==> config.mk <==
export PLATFORM = sky130hd
export DESIGN_NAME = gpt_top
export DESIGN_NICKNAME = d
export VERILOG_FILES = /design/src/gpt_pkg.sv /design/src/gpt_timer.sv /design/src/gpt_top.sv
export SDC_FILE = /design/constraint.sdc
export NUM_CORES = 1
export LEC_CHECK = 0
export BUFFER_PORTS_ARGS = -buffer_cell sky130_fd_sc_hd__buf_2
export CAP_MARGIN = 0
export CORE_MARGIN = 2
export CORE_UTILIZATION = 55
export DETAILED_ROUTE_END_ITERATION = 10
export PLACE_DENSITY = 0.77
export SYNTH_ARGS = -nofsm -noshare
export SYNTH_HDL_FRONTEND = slang
export SYNTH_HIERARCHICAL = 1
export SYNTH_SLANG_ARGS = --single-unit
==> constraint.sdc <==
create_clock -name pclk -period 2.15 [get_ports pclk]
set_clock_uncertainty 0.1 [all_clocks]
set_input_delay 0.3225 -clock pclk [delete_from_list [all_inputs] [get_ports pclk]]
set_output_delay 0.3225 -clock pclk [all_outputs]
set_load 0.005 [all_outputs]
==> src/gpt_pkg.sv <==
package gpt_pkg;

  // ----------------------------------------------------------------
  // Register map (byte addresses)
  // ----------------------------------------------------------------
  localparam logic [7:0] GPT_TIMER_STRIDE = 8'h20;
  localparam logic [7:0] GPT_OFF_CTRL = 8'h00;
  localparam logic [7:0] GPT_OFF_REF = 8'h04;
  localparam logic [7:0] GPT_OFF_CAPTURE = 8'h08;
  localparam logic [7:0] GPT_OFF_COUNT = 8'h0C;
  localparam logic [7:0] GPT_OFF_IRQ_STATUS = 8'h40;
  localparam logic [7:0] GPT_OFF_IRQ_ENABLE = 8'h44;
  localparam logic [7:0] GPT_OFF_IRQ_CLEAR = 8'h48;

  // ----------------------------------------------------------------
  // Control register fields
  // ----------------------------------------------------------------
  localparam int GPT_CTRL_MODE_LSB = 0;
  localparam int GPT_CTRL_CLK_SEL = 2;
  localparam int GPT_CTRL_REF_IRQ = 3;
  localparam int GPT_CTRL_TOGGLE = 4;
  localparam int GPT_CTRL_EDGE_LSB = 5;
  localparam int GPT_CTRL_PRESCALE_LSB = 8;
  localparam int GPT_CTRL_WIDTH = 16;
  localparam logic [15:0] GPT_CTRL_RESET = 16'h0000;
  localparam logic [15:0] GPT_REF_RESET = 16'hFFFF;

  // Status bits per timer: capture event, reference event
  localparam int GPT_ST_CAPTURE = 0;
  localparam int GPT_ST_REF = 1;
  localparam int GPT_ST_PER_TIMER = 2;
  localparam int GPT_NUM_TIMERS = 2;
  localparam int GPT_ST_WIDTH = 4;

  typedef enum logic [1:0] {
    GPT_MODE_OFF = 2'b00,
    GPT_MODE_CAPTURE = 2'b01,
    GPT_MODE_REFERENCE = 2'b11,
    GPT_MODE_EVENT = 2'b10
  } gpt_mode_e;

endpackage

==> src/gpt_timer.sv <==
`timescale 1ns/1ns
module gpt_timer import gpt_pkg::*; (
  input wire logic pclk,
  input wire logic presetn,
  input wire gpt_mode_e mode,
  input wire logic clk_sel,
  input wire logic ref_irq_sel,
  input wire logic out_toggle,
  input wire logic [1:0] edge_sel,
  input wire logic [7:0] prescale,
  input wire logic [15:0] ref_value,
  input wire logic external_timer_clock_in,
  input wire logic ext_event,
  output logic [15:0] count,
  output logic [15:0] capture,
  output logic capture_pulse,
  output logic ref_irq_pulse,
  output logic timer_out
);

  // ----------------------------------------------------------------
  // Edge detection and tick generation
  // ----------------------------------------------------------------
  logic ext_clk_d;
  logic ext_event_d;
  logic [7:0] pre_cnt;
  logic src_tick;
  logic pre_tick;
  logic ev_hit;
  logic advance;
  logic ref_hit;
  logic [15:0] next_count;

  always_ff @(posedge pclk or negedge presetn) begin
    if (!presetn) begin
      ext_clk_d <= 1'b0;
      ext_event_d <= 1'b0;
    end else begin
      ext_clk_d <= external_timer_clock_in;
      ext_event_d <= ext_event;
    end
  end

  assign ev_hit = (edge_sel[0] & ext_event & ~ext_event_d) | (edge_sel[1] & ~ext_event & ext_event_d);
  assign src_tick = clk_sel ? (external_timer_clock_in & ~ext_clk_d) : 1'b1;
  assign pre_tick = (mode != GPT_MODE_OFF) && src_tick && (pre_cnt == prescale);
  // Prescaler divides by prescale+1 so a value of zero still counts
  assign advance = (mode == GPT_MODE_EVENT) ? ev_hit : pre_tick;
  assign next_count = count + 16'h0001;
  assign ref_hit = (mode == GPT_MODE_REFERENCE) && advance && (next_count == ref_value);

  always_ff @(posedge pclk or negedge presetn) begin
    if (!presetn) begin
      pre_cnt <= 8'h00;
    end else if (mode == GPT_MODE_OFF) begin
      pre_cnt <= 8'h00;
    end else if (src_tick) begin
      pre_cnt <= (pre_cnt == prescale) ? 8'h00 : pre_cnt + 8'h01;
    end
  end

  // ----------------------------------------------------------------
  // Counter, capture and reference
  // ----------------------------------------------------------------
  always_ff @(posedge pclk or negedge presetn) begin
    if (!presetn) begin
      count <= 16'h0000;
    end else if (mode == GPT_MODE_OFF) begin
      count <= 16'h0000;
    end else if (advance) begin
      count <= next_count;
    end
  end

  always_ff @(posedge pclk or negedge presetn) begin
    if (!presetn) begin
      capture <= 16'h0000;
      capture_pulse <= 1'b0;
    end else begin
      capture_pulse <= (mode == GPT_MODE_CAPTURE) && ev_hit;
      if ((mode == GPT_MODE_CAPTURE) && ev_hit) begin
        capture <= count;
      end
    end
  end

  always_ff @(posedge pclk or negedge presetn) begin
    if (!presetn) begin
      ref_irq_pulse <= 1'b0;
      timer_out <= 1'b1;
    end else begin
      ref_irq_pulse <= ref_hit & ref_irq_sel;
      if (ref_hit && !ref_irq_sel) begin
        timer_out <= out_toggle ? ~timer_out : 1'b0;
      end else if (!out_toggle) begin
        // Pulse mode: low for exactly one clock, then back to idle high
        timer_out <= 1'b1;
      end
    end
  end

  // ----------------------------------------------------------------
  // Assertions
  // ----------------------------------------------------------------
  property p_capture_value;
    @(posedge pclk) disable iff (!presetn)
      ((mode == GPT_MODE_CAPTURE) && ev_hit) |=> (capture == $past(count)) && capture_pulse;
  endproperty
  a_capture_value: assert property (p_capture_value) else $error("capture missed counter value");

  property p_pulse_low;
    @(posedge pclk) disable iff (!presetn)
      (ref_hit && !ref_irq_sel && !out_toggle) |=> !timer_out ##1 timer_out;
  endproperty
  a_pulse_low: assert property (p_pulse_low) else $error("output pulse not one clock low");

  property p_toggle;
    @(posedge pclk) disable iff (!presetn)
      (ref_hit && !ref_irq_sel && out_toggle) |=> (timer_out != $past(timer_out));
  endproperty
  a_toggle: assert property (p_toggle) else $error("output did not toggle");

  property p_ref_irq;
    @(posedge pclk) disable iff (!presetn)
      (ref_hit && ref_irq_sel) |=> ref_irq_pulse && $stable(timer_out);
  endproperty
  a_ref_irq: assert property (p_ref_irq) else $error("reference interrupt path wrong");

  property p_wrap;
    @(posedge pclk) disable iff (!presetn)
      (advance && (count == 16'hFFFF) && (mode != GPT_MODE_OFF)) |=> (count == 16'h0000);
  endproperty
  a_wrap: assert property (p_wrap) else $error("counter did not wrap");

  property p_event_count;
    @(posedge pclk) disable iff (!presetn)
      ((mode == GPT_MODE_EVENT) && !ev_hit) |=> (count == $past(count));
  endproperty
  a_event_count: assert property (p_event_count) else $error("event counter moved without event");

  property p_prescale_hold;
    @(posedge pclk) disable iff (!presetn)
      ((mode == GPT_MODE_CAPTURE) || (mode == GPT_MODE_REFERENCE)) && (pre_cnt != prescale)
        |=> (count == $past(count));
  endproperty
  a_prescale_hold: assert property (p_prescale_hold) else $error("prescaler divided wrongly");

  property p_prescale_tick;
    @(posedge pclk) disable iff (!presetn)
      ((mode == GPT_MODE_CAPTURE) || (mode == GPT_MODE_REFERENCE)) && src_tick && (pre_cnt == prescale)
        |=> (count == $past(count) + 16'h0001);
  endproperty
  a_prescale_tick: assert property (p_prescale_tick) else $error("prescaler tick did not advance counter");

  c_capture: cover property (@(posedge pclk) disable iff (!presetn) capture_pulse);
  c_ref_out: cover property (@(posedge pclk) disable iff (!presetn) $fell(timer_out));
  c_wrap: cover property (@(posedge pclk) disable iff (!presetn) advance && (count == 16'hFFFF));

endmodule // gpt_timer

==> src/gpt_top.sv <==
// Register access over APB and the address map are this design's own decisions.
`timescale 1ns/1ns
module gpt_top import gpt_pkg::*; (
  input wire logic pclk,
  input wire logic presetn,
  input wire logic psel,
  input wire logic penable,
  input wire logic pwrite,
  input wire logic [7:0] paddr,
  input wire logic [31:0] pwdata,
  output logic [31:0] prdata,
  output logic pready,
  output logic pslverr,
  input wire logic [1:0] external_timer_clock_in,
  input wire logic [1:0] ext_event,
  output logic [1:0] timer_out,
  output logic irq
);

  // ----------------------------------------------------------------
  // Address decode helpers
  // ----------------------------------------------------------------
  function automatic logic is_timer_reg(input logic [7:0] addr, input int idx, input logic [7:0] off);
    return addr == (GPT_TIMER_STRIDE * 8'(idx)) + off;
  endfunction

  function automatic logic is_mapped(input logic [7:0] addr);
    logic hit;
    hit = (addr == GPT_OFF_IRQ_STATUS) || (addr == GPT_OFF_IRQ_ENABLE) || (addr == GPT_OFF_IRQ_CLEAR);
    for (int i = 0; i < GPT_NUM_TIMERS; i++) begin
      hit = hit || is_timer_reg(addr, i, GPT_OFF_CTRL) || is_timer_reg(addr, i, GPT_OFF_REF)
        || is_timer_reg(addr, i, GPT_OFF_CAPTURE) || is_timer_reg(addr, i, GPT_OFF_COUNT);
    end
    return hit;
  endfunction

  // ----------------------------------------------------------------
  // Register state
  // ----------------------------------------------------------------
  logic [15:0] ctrl [GPT_NUM_TIMERS];
  logic [15:0] ref_value [GPT_NUM_TIMERS];
  logic [15:0] count [GPT_NUM_TIMERS];
  logic [15:0] capture [GPT_NUM_TIMERS];
  logic [GPT_ST_WIDTH-1:0] irq_status;
  logic [GPT_ST_WIDTH-1:0] irq_enable;
  logic [GPT_ST_WIDTH-1:0] status_set;
  logic [GPT_ST_WIDTH-1:0] status_clr;
  logic [1:0] timer_out_int;
  logic setup;
  logic wr_en;
  logic [31:0] next_prdata;

  // ----------------------------------------------------------------
  // APB handshake
  // ----------------------------------------------------------------
  // Zero-wait slave: pready rises in the access phase one edge after setup
  assign setup = psel && !penable;
  assign wr_en = psel && penable && pwrite && pready;

  always_ff @(posedge pclk or negedge presetn) begin
    if (!presetn) begin
      pready <= 1'b0;
      pslverr <= 1'b0;
    end else begin
      pready <= setup;
      pslverr <= setup && !is_mapped(paddr);
    end
  end

  // ----------------------------------------------------------------
  // Register writes
  // ----------------------------------------------------------------
  always_ff @(posedge pclk or negedge presetn) begin
    if (!presetn) begin
      for (int i = 0; i < GPT_NUM_TIMERS; i++) begin
        ctrl[i] <= GPT_CTRL_RESET;
      end
    end else if (wr_en) begin
      for (int i = 0; i < GPT_NUM_TIMERS; i++) begin
        if (is_timer_reg(paddr, i, GPT_OFF_CTRL)) begin
          ctrl[i] <= pwdata[15:0];
        end
      end
    end
  end

  // All ones at reset, so a fresh timer only matches at its top count
  always_ff @(posedge pclk or negedge presetn) begin
    if (!presetn) begin
      for (int i = 0; i < GPT_NUM_TIMERS; i++) begin
        ref_value[i] <= GPT_REF_RESET;
      end
    end else if (wr_en) begin
      for (int i = 0; i < GPT_NUM_TIMERS; i++) begin
        if (is_timer_reg(paddr, i, GPT_OFF_REF)) begin
          ref_value[i] <= pwdata[15:0];
        end
      end
    end
  end

  always_ff @(posedge pclk or negedge presetn) begin
    if (!presetn) begin
      irq_enable <= '0;
    end else if (wr_en && (paddr == GPT_OFF_IRQ_ENABLE)) begin
      irq_enable <= pwdata[GPT_ST_WIDTH-1:0];
    end
  end

  // ----------------------------------------------------------------
  // Read data, captured in the setup cycle so prdata is a flop
  // ----------------------------------------------------------------
  always_comb begin
    next_prdata = 32'h0000_0000;
    for (int i = 0; i < GPT_NUM_TIMERS; i++) begin
      if (is_timer_reg(paddr, i, GPT_OFF_CTRL)) begin
        next_prdata = {16'h0000, ctrl[i]};
      end
      if (is_timer_reg(paddr, i, GPT_OFF_REF)) begin
        next_prdata = {16'h0000, ref_value[i]};
      end
      if (is_timer_reg(paddr, i, GPT_OFF_CAPTURE)) begin
        next_prdata = {16'h0000, capture[i]};
      end
      if (is_timer_reg(paddr, i, GPT_OFF_COUNT)) begin
        next_prdata = {16'h0000, count[i]};
      end
    end
    if (paddr == GPT_OFF_IRQ_STATUS) begin
      next_prdata = {28'h000_0000, irq_status};
    end
    if (paddr == GPT_OFF_IRQ_ENABLE) begin
      next_prdata = {28'h000_0000, irq_enable};
    end
  end

  always_ff @(posedge pclk or negedge presetn) begin
    if (!presetn) begin
      prdata <= 32'h0000_0000;
    end else if (setup && !pwrite) begin
      prdata <= next_prdata;
    end
  end

  // ----------------------------------------------------------------
  // Timer instances
  // ----------------------------------------------------------------
  for (genvar g = 0; g < GPT_NUM_TIMERS; g++) begin : g_timer
    gpt_timer u_timer (
      .pclk(pclk),
      .presetn(presetn),
      .mode(gpt_mode_e'(ctrl[g][GPT_CTRL_MODE_LSB +: 2])),
      .clk_sel(ctrl[g][GPT_CTRL_CLK_SEL]),
      .ref_irq_sel(ctrl[g][GPT_CTRL_REF_IRQ]),
      .out_toggle(ctrl[g][GPT_CTRL_TOGGLE]),
      .edge_sel(ctrl[g][GPT_CTRL_EDGE_LSB +: 2]),
      .prescale(ctrl[g][GPT_CTRL_PRESCALE_LSB +: 8]),
      .ref_value(ref_value[g]),
      .external_timer_clock_in(external_timer_clock_in[g]),
      .ext_event(ext_event[g]),
      .count(count[g]),
      .capture(capture[g]),
      .capture_pulse(status_set[g*GPT_ST_PER_TIMER + GPT_ST_CAPTURE]),
      .ref_irq_pulse(status_set[g*GPT_ST_PER_TIMER + GPT_ST_REF]),
      .timer_out(timer_out_int[g])
    );
  end

  // ----------------------------------------------------------------
  // Interrupt status, enable and clear
  // ----------------------------------------------------------------
  // A clear in the same cycle as a new event leaves the bit set, so no event is lost
  assign status_clr = (wr_en && (paddr == GPT_OFF_IRQ_CLEAR)) ? pwdata[GPT_ST_WIDTH-1:0] : '0;

  always_ff @(posedge pclk or negedge presetn) begin
    if (!presetn) begin
      irq_status <= '0;
    end else begin
      irq_status <= (irq_status & ~status_clr) | status_set;
    end
  end

  always_ff @(posedge pclk or negedge presetn) begin
    if (!presetn) begin
      irq <= 1'b0;
      timer_out <= 2'b11;
    end else begin
      irq <= |(irq_status & irq_enable);
      timer_out <= timer_out_int;
    end
  end

  // ----------------------------------------------------------------
  // Assertions
  // ----------------------------------------------------------------
  property p_apb_ready;
    @(posedge pclk) disable iff (!presetn)
      (psel && !penable) |=> pready ##1 !pready;
  endproperty
  a_apb_ready: assert property (p_apb_ready) else $error("pready not one cycle after setup");

  property p_sticky;
    @(posedge pclk) disable iff (!presetn)
      (|status_set) |=> ((irq_status & $past(status_set)) == $past(status_set));
  endproperty
  a_sticky: assert property (p_sticky) else $error("event lost in status register");

  property p_irq_level;
    @(posedge pclk) disable iff (!presetn)
      (|(irq_status & irq_enable)) |=> irq;
  endproperty
  a_irq_level: assert property (p_irq_level) else $error("interrupt not raised");

  property p_ref_write;
    @(posedge pclk) disable iff (!presetn)
      (wr_en && is_timer_reg(paddr, 1, GPT_OFF_REF)) |=> (ref_value[1] == $past(pwdata[15:0]));
  endproperty
  a_ref_write: assert property (p_ref_write) else $error("reference value not written");

  property p_pin_follow;
    @(posedge pclk) disable iff (!presetn)
      $fell(timer_out_int[1]) |=> !timer_out[1];
  endproperty
  a_pin_follow: assert property (p_pin_follow) else $error("output pin did not follow timer");

  property p_pready_quiet;
    @(posedge pclk) disable iff (!presetn)
      !(psel && !penable) |=> !pready;
  endproperty
  a_pready_quiet: assert property (p_pready_quiet) else $error("pready without a setup cycle");

  property p_unmapped_err;
    @(posedge pclk) disable iff (!presetn)
      (setup && !pwrite && !is_mapped(paddr)) |=> pready && pslverr && (prdata == 32'h0000_0000);
  endproperty
  a_unmapped_err: assert property (p_unmapped_err) else $error("unmapped read not refused");

  property p_mapped_ok;
    @(posedge pclk) disable iff (!presetn)
      (setup && is_mapped(paddr)) |=> pready && !pslverr;
  endproperty
  a_mapped_ok: assert property (p_mapped_ok) else $error("mapped access flagged as error");

  property p_status_read;
    @(posedge pclk) disable iff (!presetn)
      (setup && !pwrite && (paddr == GPT_OFF_IRQ_STATUS)) |=> (prdata == {28'h000_0000, $past(irq_status)});
  endproperty
  a_status_read: assert property (p_status_read) else $error("status read back wrong");

  property p_capture_read;
    @(posedge pclk) disable iff (!presetn)
      (setup && !pwrite && is_timer_reg(paddr, 0, GPT_OFF_CAPTURE)) |=> (prdata == {16'h0000, $past(capture[0])});
  endproperty
  a_capture_read: assert property (p_capture_read) else $error("capture read back wrong");

  property p_ref_read;
    @(posedge pclk) disable iff (!presetn)
      (setup && !pwrite && is_timer_reg(paddr, 1, GPT_OFF_REF)) |=> (prdata == {16'h0000, $past(ref_value[1])});
  endproperty
  a_ref_read: assert property (p_ref_read) else $error("reference read back wrong");

  property p_clear;
    @(posedge pclk) disable iff (!presetn)
      (wr_en && (paddr == GPT_OFF_IRQ_CLEAR) && (status_set == '0))
        |=> ((irq_status & $past(pwdata[GPT_ST_WIDTH-1:0])) == '0);
  endproperty
  a_clear: assert property (p_clear) else $error("status bit not cleared");

  property p_irq_quiet;
    @(posedge pclk) disable iff (!presetn)
      ((irq_status & irq_enable) == '0) |=> !irq;
  endproperty
  a_irq_quiet: assert property (p_irq_quiet) else $error("interrupt raised with nothing pending");

  property p_enable_write;
    @(posedge pclk) disable iff (!presetn)
      (wr_en && (paddr == GPT_OFF_IRQ_ENABLE)) |=> (irq_enable == $past(pwdata[GPT_ST_WIDTH-1:0]));
  endproperty
  a_enable_write: assert property (p_enable_write) else $error("enable word not written");

  // ----------------------------------------------------------------
  // Per-timer register checks
  // ----------------------------------------------------------------
  for (genvar t = 0; t < GPT_NUM_TIMERS; t++) begin : g_chk
    property p_ctrl_write;
      @(posedge pclk) disable iff (!presetn)
        (wr_en && is_timer_reg(paddr, t, GPT_OFF_CTRL)) |=> (ctrl[t] == $past(pwdata[15:0]));
    endproperty
    a_ctrl_write: assert property (p_ctrl_write) else $error("control word not written");

    property p_count_read;
      @(posedge pclk) disable iff (!presetn)
        (setup && !pwrite && is_timer_reg(paddr, t, GPT_OFF_COUNT)) |=> (prdata == {16'h0000, $past(count[t])});
    endproperty
    a_count_read: assert property (p_count_read) else $error("counter read back wrong");
  end

  c_irq: cover property (@(posedge pclk) disable iff (!presetn) $rose(irq));
  c_unmapped: cover property (@(posedge pclk) disable iff (!presetn) pslverr);

endmodule // gpt_top

* After elaboration in Yosys (flattened, before gate mapping) *
Cells that the tools add are included.

word-level totals
  flip-flop bits (word level) = 199
  input bits = 49
  output and inout bits = 37
  logic and storage cells = 159

cells by class
  add/sub/neg operators = 4
  equality and inequality tests = 22
  muxes and demuxes = 31
  bitwise gates (word level) = 26
  reduce and logical (&&, ||, !) cells = 49

operator list
  kind                                            number
  two-way mux 32 bit                              9
  two-way mux 16 bit                              5
  two-way mux 8 bit                               6
  adder 16 x 1 -> 16 bit (second input constant)  2
  == test 16 bit                                  2
  == test 8 x 6 -> 1 bit (second input constant)  4
  == test 8 x 7 -> 1 bit (second input constant)  3
  logical AND 1 bit                               20
  adder 8 x 1 -> 8 bit (second input constant)    2
  == test 8 x 4 -> 1 bit (second input constant)  2
  == test 8 bit                                   2
  AND 1 bit                                       12
  nonzero test 2 bit                              6
  logical OR 1 bit                                10
  two-way mux 1 bit                               10
  AND 4 bit                                       2
  == test 2 bit (second input constant)           4
  == test 8 x 3 -> 1 bit (second input constant)  1
  logical NOT 8 bit                               1
  NOT 1 bit                                       8
  AND reduction 2 bit                             4
  logical NOT 1 bit                               5
  == test 2 x 1 -> 1 bit (second input constant)  2
  logical NOT 2 bit                               2
  6 further kinds                                 8

* Depth between registers and ports, before layout *
Gate-level depths: netlist of run 1.

  word-level depth = 13
  depth in mapped cells = 9
  mapped depth without buffers = 8

* Cells and area by module *
Netlist of run 1, hierarchy kept.

modules (own cells, without submodules)
  module     instances  cells an instance  area an instance (µm²)  sequential area each (µm²)
  gpt_top    1          512                5313.8                  2369.8
  gpt_timer  2          269                2653.8                  1127.3

* Worst setup path before layout of run 1 *
OpenSTA, ideal clock, no wires.

  path type = reg-to-reg
  start point = register g_timer[1].u_timer.count[0]
  end point = register g_timer[1].u_timer.timer_out
  library setup time = 0.081 ns
  arrival = 2.010 ns
  data required time = 1.969 ns
  slack = -0.041 ns
  stages on the path, launching flop included = 10
  buffers on the path = 1
  clock period less this slack = 2.191 ns
  cell sequence = dfrtp_1 ha_1 and3_1 buf_6 and3_4 mux2i_1 o2111ai_1 nor4_2 nand4b_1 xnor2_1

on the way
  word-level cells in the longest chain between the ends = 5
  elaborated cells between the ends (all ways) = 6
  those cells by class = add/sub (1); eq/ne (2); mux (1); reduce/logical (2)

ends and longest elaborated chain
  item                                                                          line             source
  start, declared                                                               gpt_timer.sv:14  output logic [15:0] count,
  start signal, assigned                                                        gpt_timer.sv:71  count <= next_count;
  adder 16 x 1 -> 16 bit (*)                                                    gpt_timer.sv:49  assign next_count = count + 16'h0001;
  == test 16 bit (*)                                                            gpt_timer.sv:50  assign ref_hit = (mode == GPT_MODE_REFERENCE) && advance && (next_count == ref_value);
  logical AND 1 bit (*)                                                         gpt_timer.sv:50
  logical AND 1 bit (*)                                                         gpt_timer.sv:93  if (ref_hit && !ref_irq_sel) begin
  != test 2 x 1 -> 1 bit (no source line) or two-way mux 1 bit (tied branches)  -
  end signal, assigned                                                          gpt_timer.sv:94  timer_out <= out_toggle ? ~timer_out : 1'b0;
  end, declared                                                                 gpt_timer.sv:18  output logic timer_out

Every way passes the cells marked *; elsewhere a longest branch is shown, timed or not.
A chain may end at the register's enable or synchronous reset.

* Worst setup path after layout of run 1 *
  start point = register g_timer[0].u_timer.count[1]
  end point = register g_timer[0].u_timer.timer_out

on the way
  word-level cells in the longest chain between the ends = 5
  elaborated cells between the ends (all ways) = 6
  those cells by class = add/sub (1); eq/ne (2); mux (1); reduce/logical (2)

ends and longest elaborated chain
  item                                                                          line
  start, declared                                                               gpt_timer.sv:14
  start signal, assigned                                                        gpt_timer.sv:71
  adder 16 x 1 -> 16 bit (*)                                                    gpt_timer.sv:49
  == test 16 bit (*)                                                            gpt_timer.sv:50
  logical AND 1 bit (*)                                                         gpt_timer.sv:50
  logical AND 1 bit (*)                                                         gpt_timer.sv:93
  != test 2 x 1 -> 1 bit (no source line) or two-way mux 1 bit (tied branches)  -
  end signal, assigned                                                          gpt_timer.sv:94
  end, declared                                                                 gpt_timer.sv:18

Marks and branches as above.

==> run metrics, run 1 <==
placed wire-length estimate=21300 um; Tot GR Track Use=between 30% and 40%; final max-slew violation count=0; Setup crit start=g_timer[0].u_timer/count[1]; initial cell density of the core=56.4%; Tmin final=2.28 ns; largest net degree at the start of global routing=57; hold path depth=3; register bit total from synthesis=~180; fill cell count=between 1000 and 1500; drt drc=0; core box area=18800 um2; Yosys top cell area share=34.6%; total length of routed wires=30300 um; row count=50; CP Capture Type=register; first-pass GRT wire length=47700 um; startpoint types=register; Area contributors post-synth=dfrtp_1 35%, mux2_2 11%, dfstp_2 8.9%; P_leak=5.72 nW; power per cell area=563 nW/um2; Yosys warning count=6; Synth Cell Area=approximately 11000 um2; cell taking the most area after synthesis=dfrtp_1; Final #Nets=1255; worst slew pin tran=0.571 ns; Root Buffer=clkbuf_16; CTS clk-pin slew, worst paths=0.07 ns; critical-path maximum fanout=4; status=finished with violations; Clock Latency Late Sink=0.43 ns; Post-synth EDFFs=0; hold_sp=psel; WP data required=between 2 and 2.5 ns; slack of the critical path=-0.129 ns; Reg2Reg Depth=9; DRT Pass-1 Iters=8; htree depth=4; worst r2r src=g_timer[0].u_timer/count[1]; most common cell in the netlist=dfrtp_1; initial antenna violation count=0; Die Wd=143 um; clock sinks=183; Chip Height=around 140 um; clock buffer count from CTS=17; routed via count=9191; clock tree from TritonCTS=yes; max frequency=439 MHz; Peak VDD IR=621 uV; Fin. Hold Viols=0; grt ovf=0; # port buffers=53; layout cells sized above 1=35.9%; maxcap violations=0; RSZ-0062 raised after global routing=true; CP arrival=about 2.5 ns; sequential fraction of the synthesis area=43.5%; IO Count=86; ant diodes=0; Unique masters post-synth=67; vias in the first global route=~9000; Worst slew margin=about three fifths; ys flop type=dfrtp_1; failing checks=setup timing; Die Area=approximately 20000 um2; Routed WL per cell=20.6 um; part of the cycle the worst path needs=106%; drt initial violations=1069; most common library cells after synthesis=147 x dfrtp_1, 105 x mux2_2, 84 x o21ai_0; min-delay worst type=input port to register; critical setup path kind=register to register; Final Util=68.0%; # setup viols final=3; Async SR Flop Fraction=100%; ANT nets after route=0; Mapped Avg Cell Area=just over 10 um2; vias per cell=6.24; total negative slack=-0.185 ns; GP Congestion=0.922; Layout area overhead=20.5%; largest buffer count on any clock path=2; Mapped Cells=~1100
==> critical path, stage by stage (launching register included) <==
cell       delay [ns]
dfrtp_1          0.35
ha_2             0.18
and3_4           0.21
and3_4           0.22
mux2i_4          0.23
o2111ai_2        0.19
nor4_4           0.29
buf_4            0.18
nand4b_1         0.10
xnor2_1          0.16
==> stage by stage <==
step                      instance area [um2]  power, W  setup slack, ns  hold WS [ns]  cells
after detailed placement                12000   0.00400           -0.214         0.229   1432
final                                   12800   0.00721           -0.129        0.0888   1474
after CTS                               12700   0.00723           -0.119        0.0696   1469
after floorplan                         10700   0.00377          0.00577       -0.0731   1065
after global routing                    12800   0.00741           -0.273        0.0823   1474
after global placement                  12000   0.00399           -0.142         0.227   1432
==> registers in the layout, summed over array words and instances, names as in the netlist, 4 cells and up <==
register	count
irq_enable	4
g_timer.u_timer/count	32
ctrl	32
g_timer.u_timer/capture	32
g_timer.u_timer/pre_cnt	16
ref_value	32
prdata	16
irq_status	4
==> per-layer routing <==
metal  up-vias  GRT usage (%)  share of wire [%]
met1      4560           42.6                 42
met3        63           4.83                8.0
li1       4111              -                  -
met4         0           10.5                2.7
met5         -              0                  0
met2       457           47.9                 47
==> final cells by class <==
cell class,count,area (um2),share of cell area (%)
clock buffer,22,474,3.70
clock inverter,9,125,0.977
inverter,12,45.0,0.352
multi-input combinational,777,5640,44.1
sequential,183,4630,36.2
tap,260,325,2.54
timing repair buffer,211,1560,12.2
==> timing repair <==
| item | 4_1_cts | 5_1_grt |
|---|---|---|
| hold buffers | 5 | 0 |
| gates resized for setup | 16 | 19 |
| pin swaps | 5 | 9 |
| gates cloned | 0 | 1 |
| setup buffers | 1 | 4 |
| endpoints found under the hold margin | 42 | 0 |
| setup endpoints to repair | 34 | 34 |
==> placed cells by master, fill, tap and decap left out, drive strengths merged, types with 36 or more instances in the layout <==
cell type  synthesis  final
buf               51    205
dfrtp            147    147
mux2             105    105
o21ai             86     86
nand2             70     70
nor2              64     64
a21oi             40     40
xnor2             38     38
dfstp             36     36
==> cell families after synthesis <==
kind of cell | synth area share (%)
simple gates | 16.3
mux | 13.7
compound gates | 16.0
xor+xnor | 4.78
other cells | 0.0353
fa+ha+maj | 0.471
buf+inv | 5.12
flops | 43.5
==> power breakdown <==
part / total [W] / internal (W) / switching [W]
logic: 0.000478 / 0.000168 / 0.000310
registers: 0.00349 / 0.00347 / 0.0000143
clock network: 0.00324 / 0.00191 / 0.00134
==> worst paths after layout <==
check                                                    end  slack, ns
min in group asynchronous                      irq_status[3]       0.33
max in group asynchronous                      ref_value[21]       0.89
worst max-delay path            g_timer[0].u_timer/timer_out      -0.13
worst min-delay path                                  pready       0.09
worst min register to register                  timer_out[0]       0.26
worst max register to register  g_timer[0].u_timer/timer_out      -0.13
Power figures use the tool's default switching activity.
==> inputs of run 2 (changes only) <==
==> constraint.sdc (replaced) <==
create_clock -name pclk -period 2.15 [get_ports pclk]
set_clock_uncertainty 0.1 [all_clocks]
set_input_delay 0.1075 -clock pclk [delete_from_list [all_inputs] [get_ports pclk]]
set_output_delay 0.1075 -clock pclk [all_outputs]
set_load 0.005 [all_outputs]
==> run metrics, run 2 (synthesized netlist as in run 1, its figures left out) <==
status=finished with violations; failing checks=setup timing; largest net degree at the start of global routing=65 (+14%); total length of routed wires=29800 um (-1.7%); IO Count=86 (unchanged); first-pass GRT wire length=46900 um (-1.5%); GP Congestion=0.923 (+0.14%); # setup viols final=4 (+1); total negative slack=-0.211 ns (-0.0261 ns); Routed WL per cell=20.5 um (-0.30%); final max-slew violation count=0 (unchanged); Layout area overhead=19.9%; maxcap violations=0 (unchanged); Tmin final=2.27 ns (-0.0103 ns); Worst slew margin=57.9% (-3.1 points); row count=50 (unchanged); initial cell density of the core=56.4% (unchanged); drt drc=0 (unchanged); CP Capture Type=register; Finished Layout Cells=1454 (-1.4%); WP data required=2.42 ns (about the same); clock buffer count from CTS=17 (unchanged); drt initial violations=923 (-14%); Peak VDD IR=644 uV (+3.7%); worst slew pin tran=0.623 ns (+0.0518 ns); Root Buffer=clkbuf_16; Fin. Hold Viols=0 (unchanged); Chip Height=143 um (unchanged); commonest cells after routing, fill and taps aside=144 x dfrtp_1, 105 x mux2_2, 97 x buf_4; placed cells=1389 (-3.0%); Power, Total=0.00725 W (+0.65%); slack of the critical path=-0.118 ns (+0.0103 ns); clock sinks=183 (unchanged); CP arrival=2.54 ns (about the same); routed via count=9139 (-0.57%); critical-path maximum fanout=4 (unchanged); initial antenna violation count=0 (unchanged); grt ovf=0 (unchanged); ANT nets after route=0 (unchanged); CTS clk-pin slew, worst paths=0.07 ns (about the same); layout cells sized above 1=32.7% (-3.3 points); critical setup path kind=register to register; # port buffers=53 (unchanged); Final #Nets=1234 (-1.7%); vias in the first global route=8687 (-1.7%); RSZ-0062 raised after global routing=true; DRT Pass-1 Iters=5 (-3); power per cell area=570 nW/um2 (+1.2%); P_leak=5.61 nW (-1.8%); Clock Latency Late Sink=0.44 ns (about the same); largest buffer count on any clock path=2 (unchanged); commonest non-fill, non-tap cell in the layout=dfrtp_1; min-delay worst type=input port to register; startpoint types=register; clock tree from TritonCTS=yes; htree depth=4 (unchanged); vias per cell=6.29 (+0.80%); core box area=18800 um2 (unchanged); Die Area=20400 um2 (unchanged); max frequency=441 MHz (+0.46%); ant diodes=0 (unchanged); part of the cycle the worst path needs=106% (-0.48 points); Tot GR Track Use=29.8% (-0.49 points); Die Wd=143 um (unchanged); placed wire-length estimate=20700 um (-2.6%)
-- run 2: critical path: stages, from the launching register on --
cell       delay (ns)
dfrtp_1          0.44
buf_6            0.15
buf_4            0.13
nand3_2          0.11
nor3_1           0.07
a2111oi_2        0.38
o21ai_1          0.19
a2111oi_4        0.23
nand4b_1         0.21
xnor2_1          0.18
-- run 2: area by class of cell --
class                      count  area, um2
clock buffer                  21        460
clock inverter                11        149
fill                        1407       6090
inverter                      12       45.0
multi-input combinational    777       5630
sequential                   183       4630
tap                          260        325
timing repair buffer         190       1500
-- run 2: stage by stage --
step                      hold slack, ns  cell area, um2  setup WS (ns)  util (%)
after floorplan                   -0.288           10700         0.0246         -
after global placement            0.0492           11700         -0.230      62.0
after detailed placement          0.0467           11700         -0.312      62.0
after CTS                         0.0147           12600         -0.127      67.1
after global routing              0.0785           12700         -0.229      67.6
final                             0.0151           12700         -0.118      67.6
-- run 2: what timing repair did --
action	CTS	global route
setup endpoints to repair	34	18
hold buffers	27	0
endpoints found under the hold margin	133	0
gates resized for setup	19	13
pin swaps	5	8
buffers inserted	2	4
-- run 2: metal layers --
metal,GRT usage [%],part of all wire [%]
met1,42.2,43
met5,0,0
met2,46.0,46
met3,5.13,7.6
met4,11.5,3.4
-- run 2: report_power, final --
| part | total (W) | internal [W] | leakage (nW) | switching, W |
|---|---|---|---|---|
| clock | 0.00328 | 0.00189 | 0.289 | 0.00139 |
| sequential | 0.00349 | 0.00347 | 2.40 | 0.0000152 |
| combinational | 0.000491 | 0.000181 | 2.92 | 0.000310 |
-- run 2: worst paths after layout --
check	start	end	slack, ns	cells past startpoint
max	g_timer[0].u_timer/count[1]	g_timer[0].u_timer/timer_out	-0.12	9
max in group asynchronous	presetn	ref_value[29]	1.11	3
min	penable	prdata[0]	0.02	4
min reg2reg	g_timer[0].u_timer/timer_out	timer_out[0]	0.26	0
max reg2reg	g_timer[0].u_timer/count[1]	g_timer[0].u_timer/timer_out	-0.12	9
min in group asynchronous	presetn	g_timer[1].u_timer/ext_clk_d	0.13	2
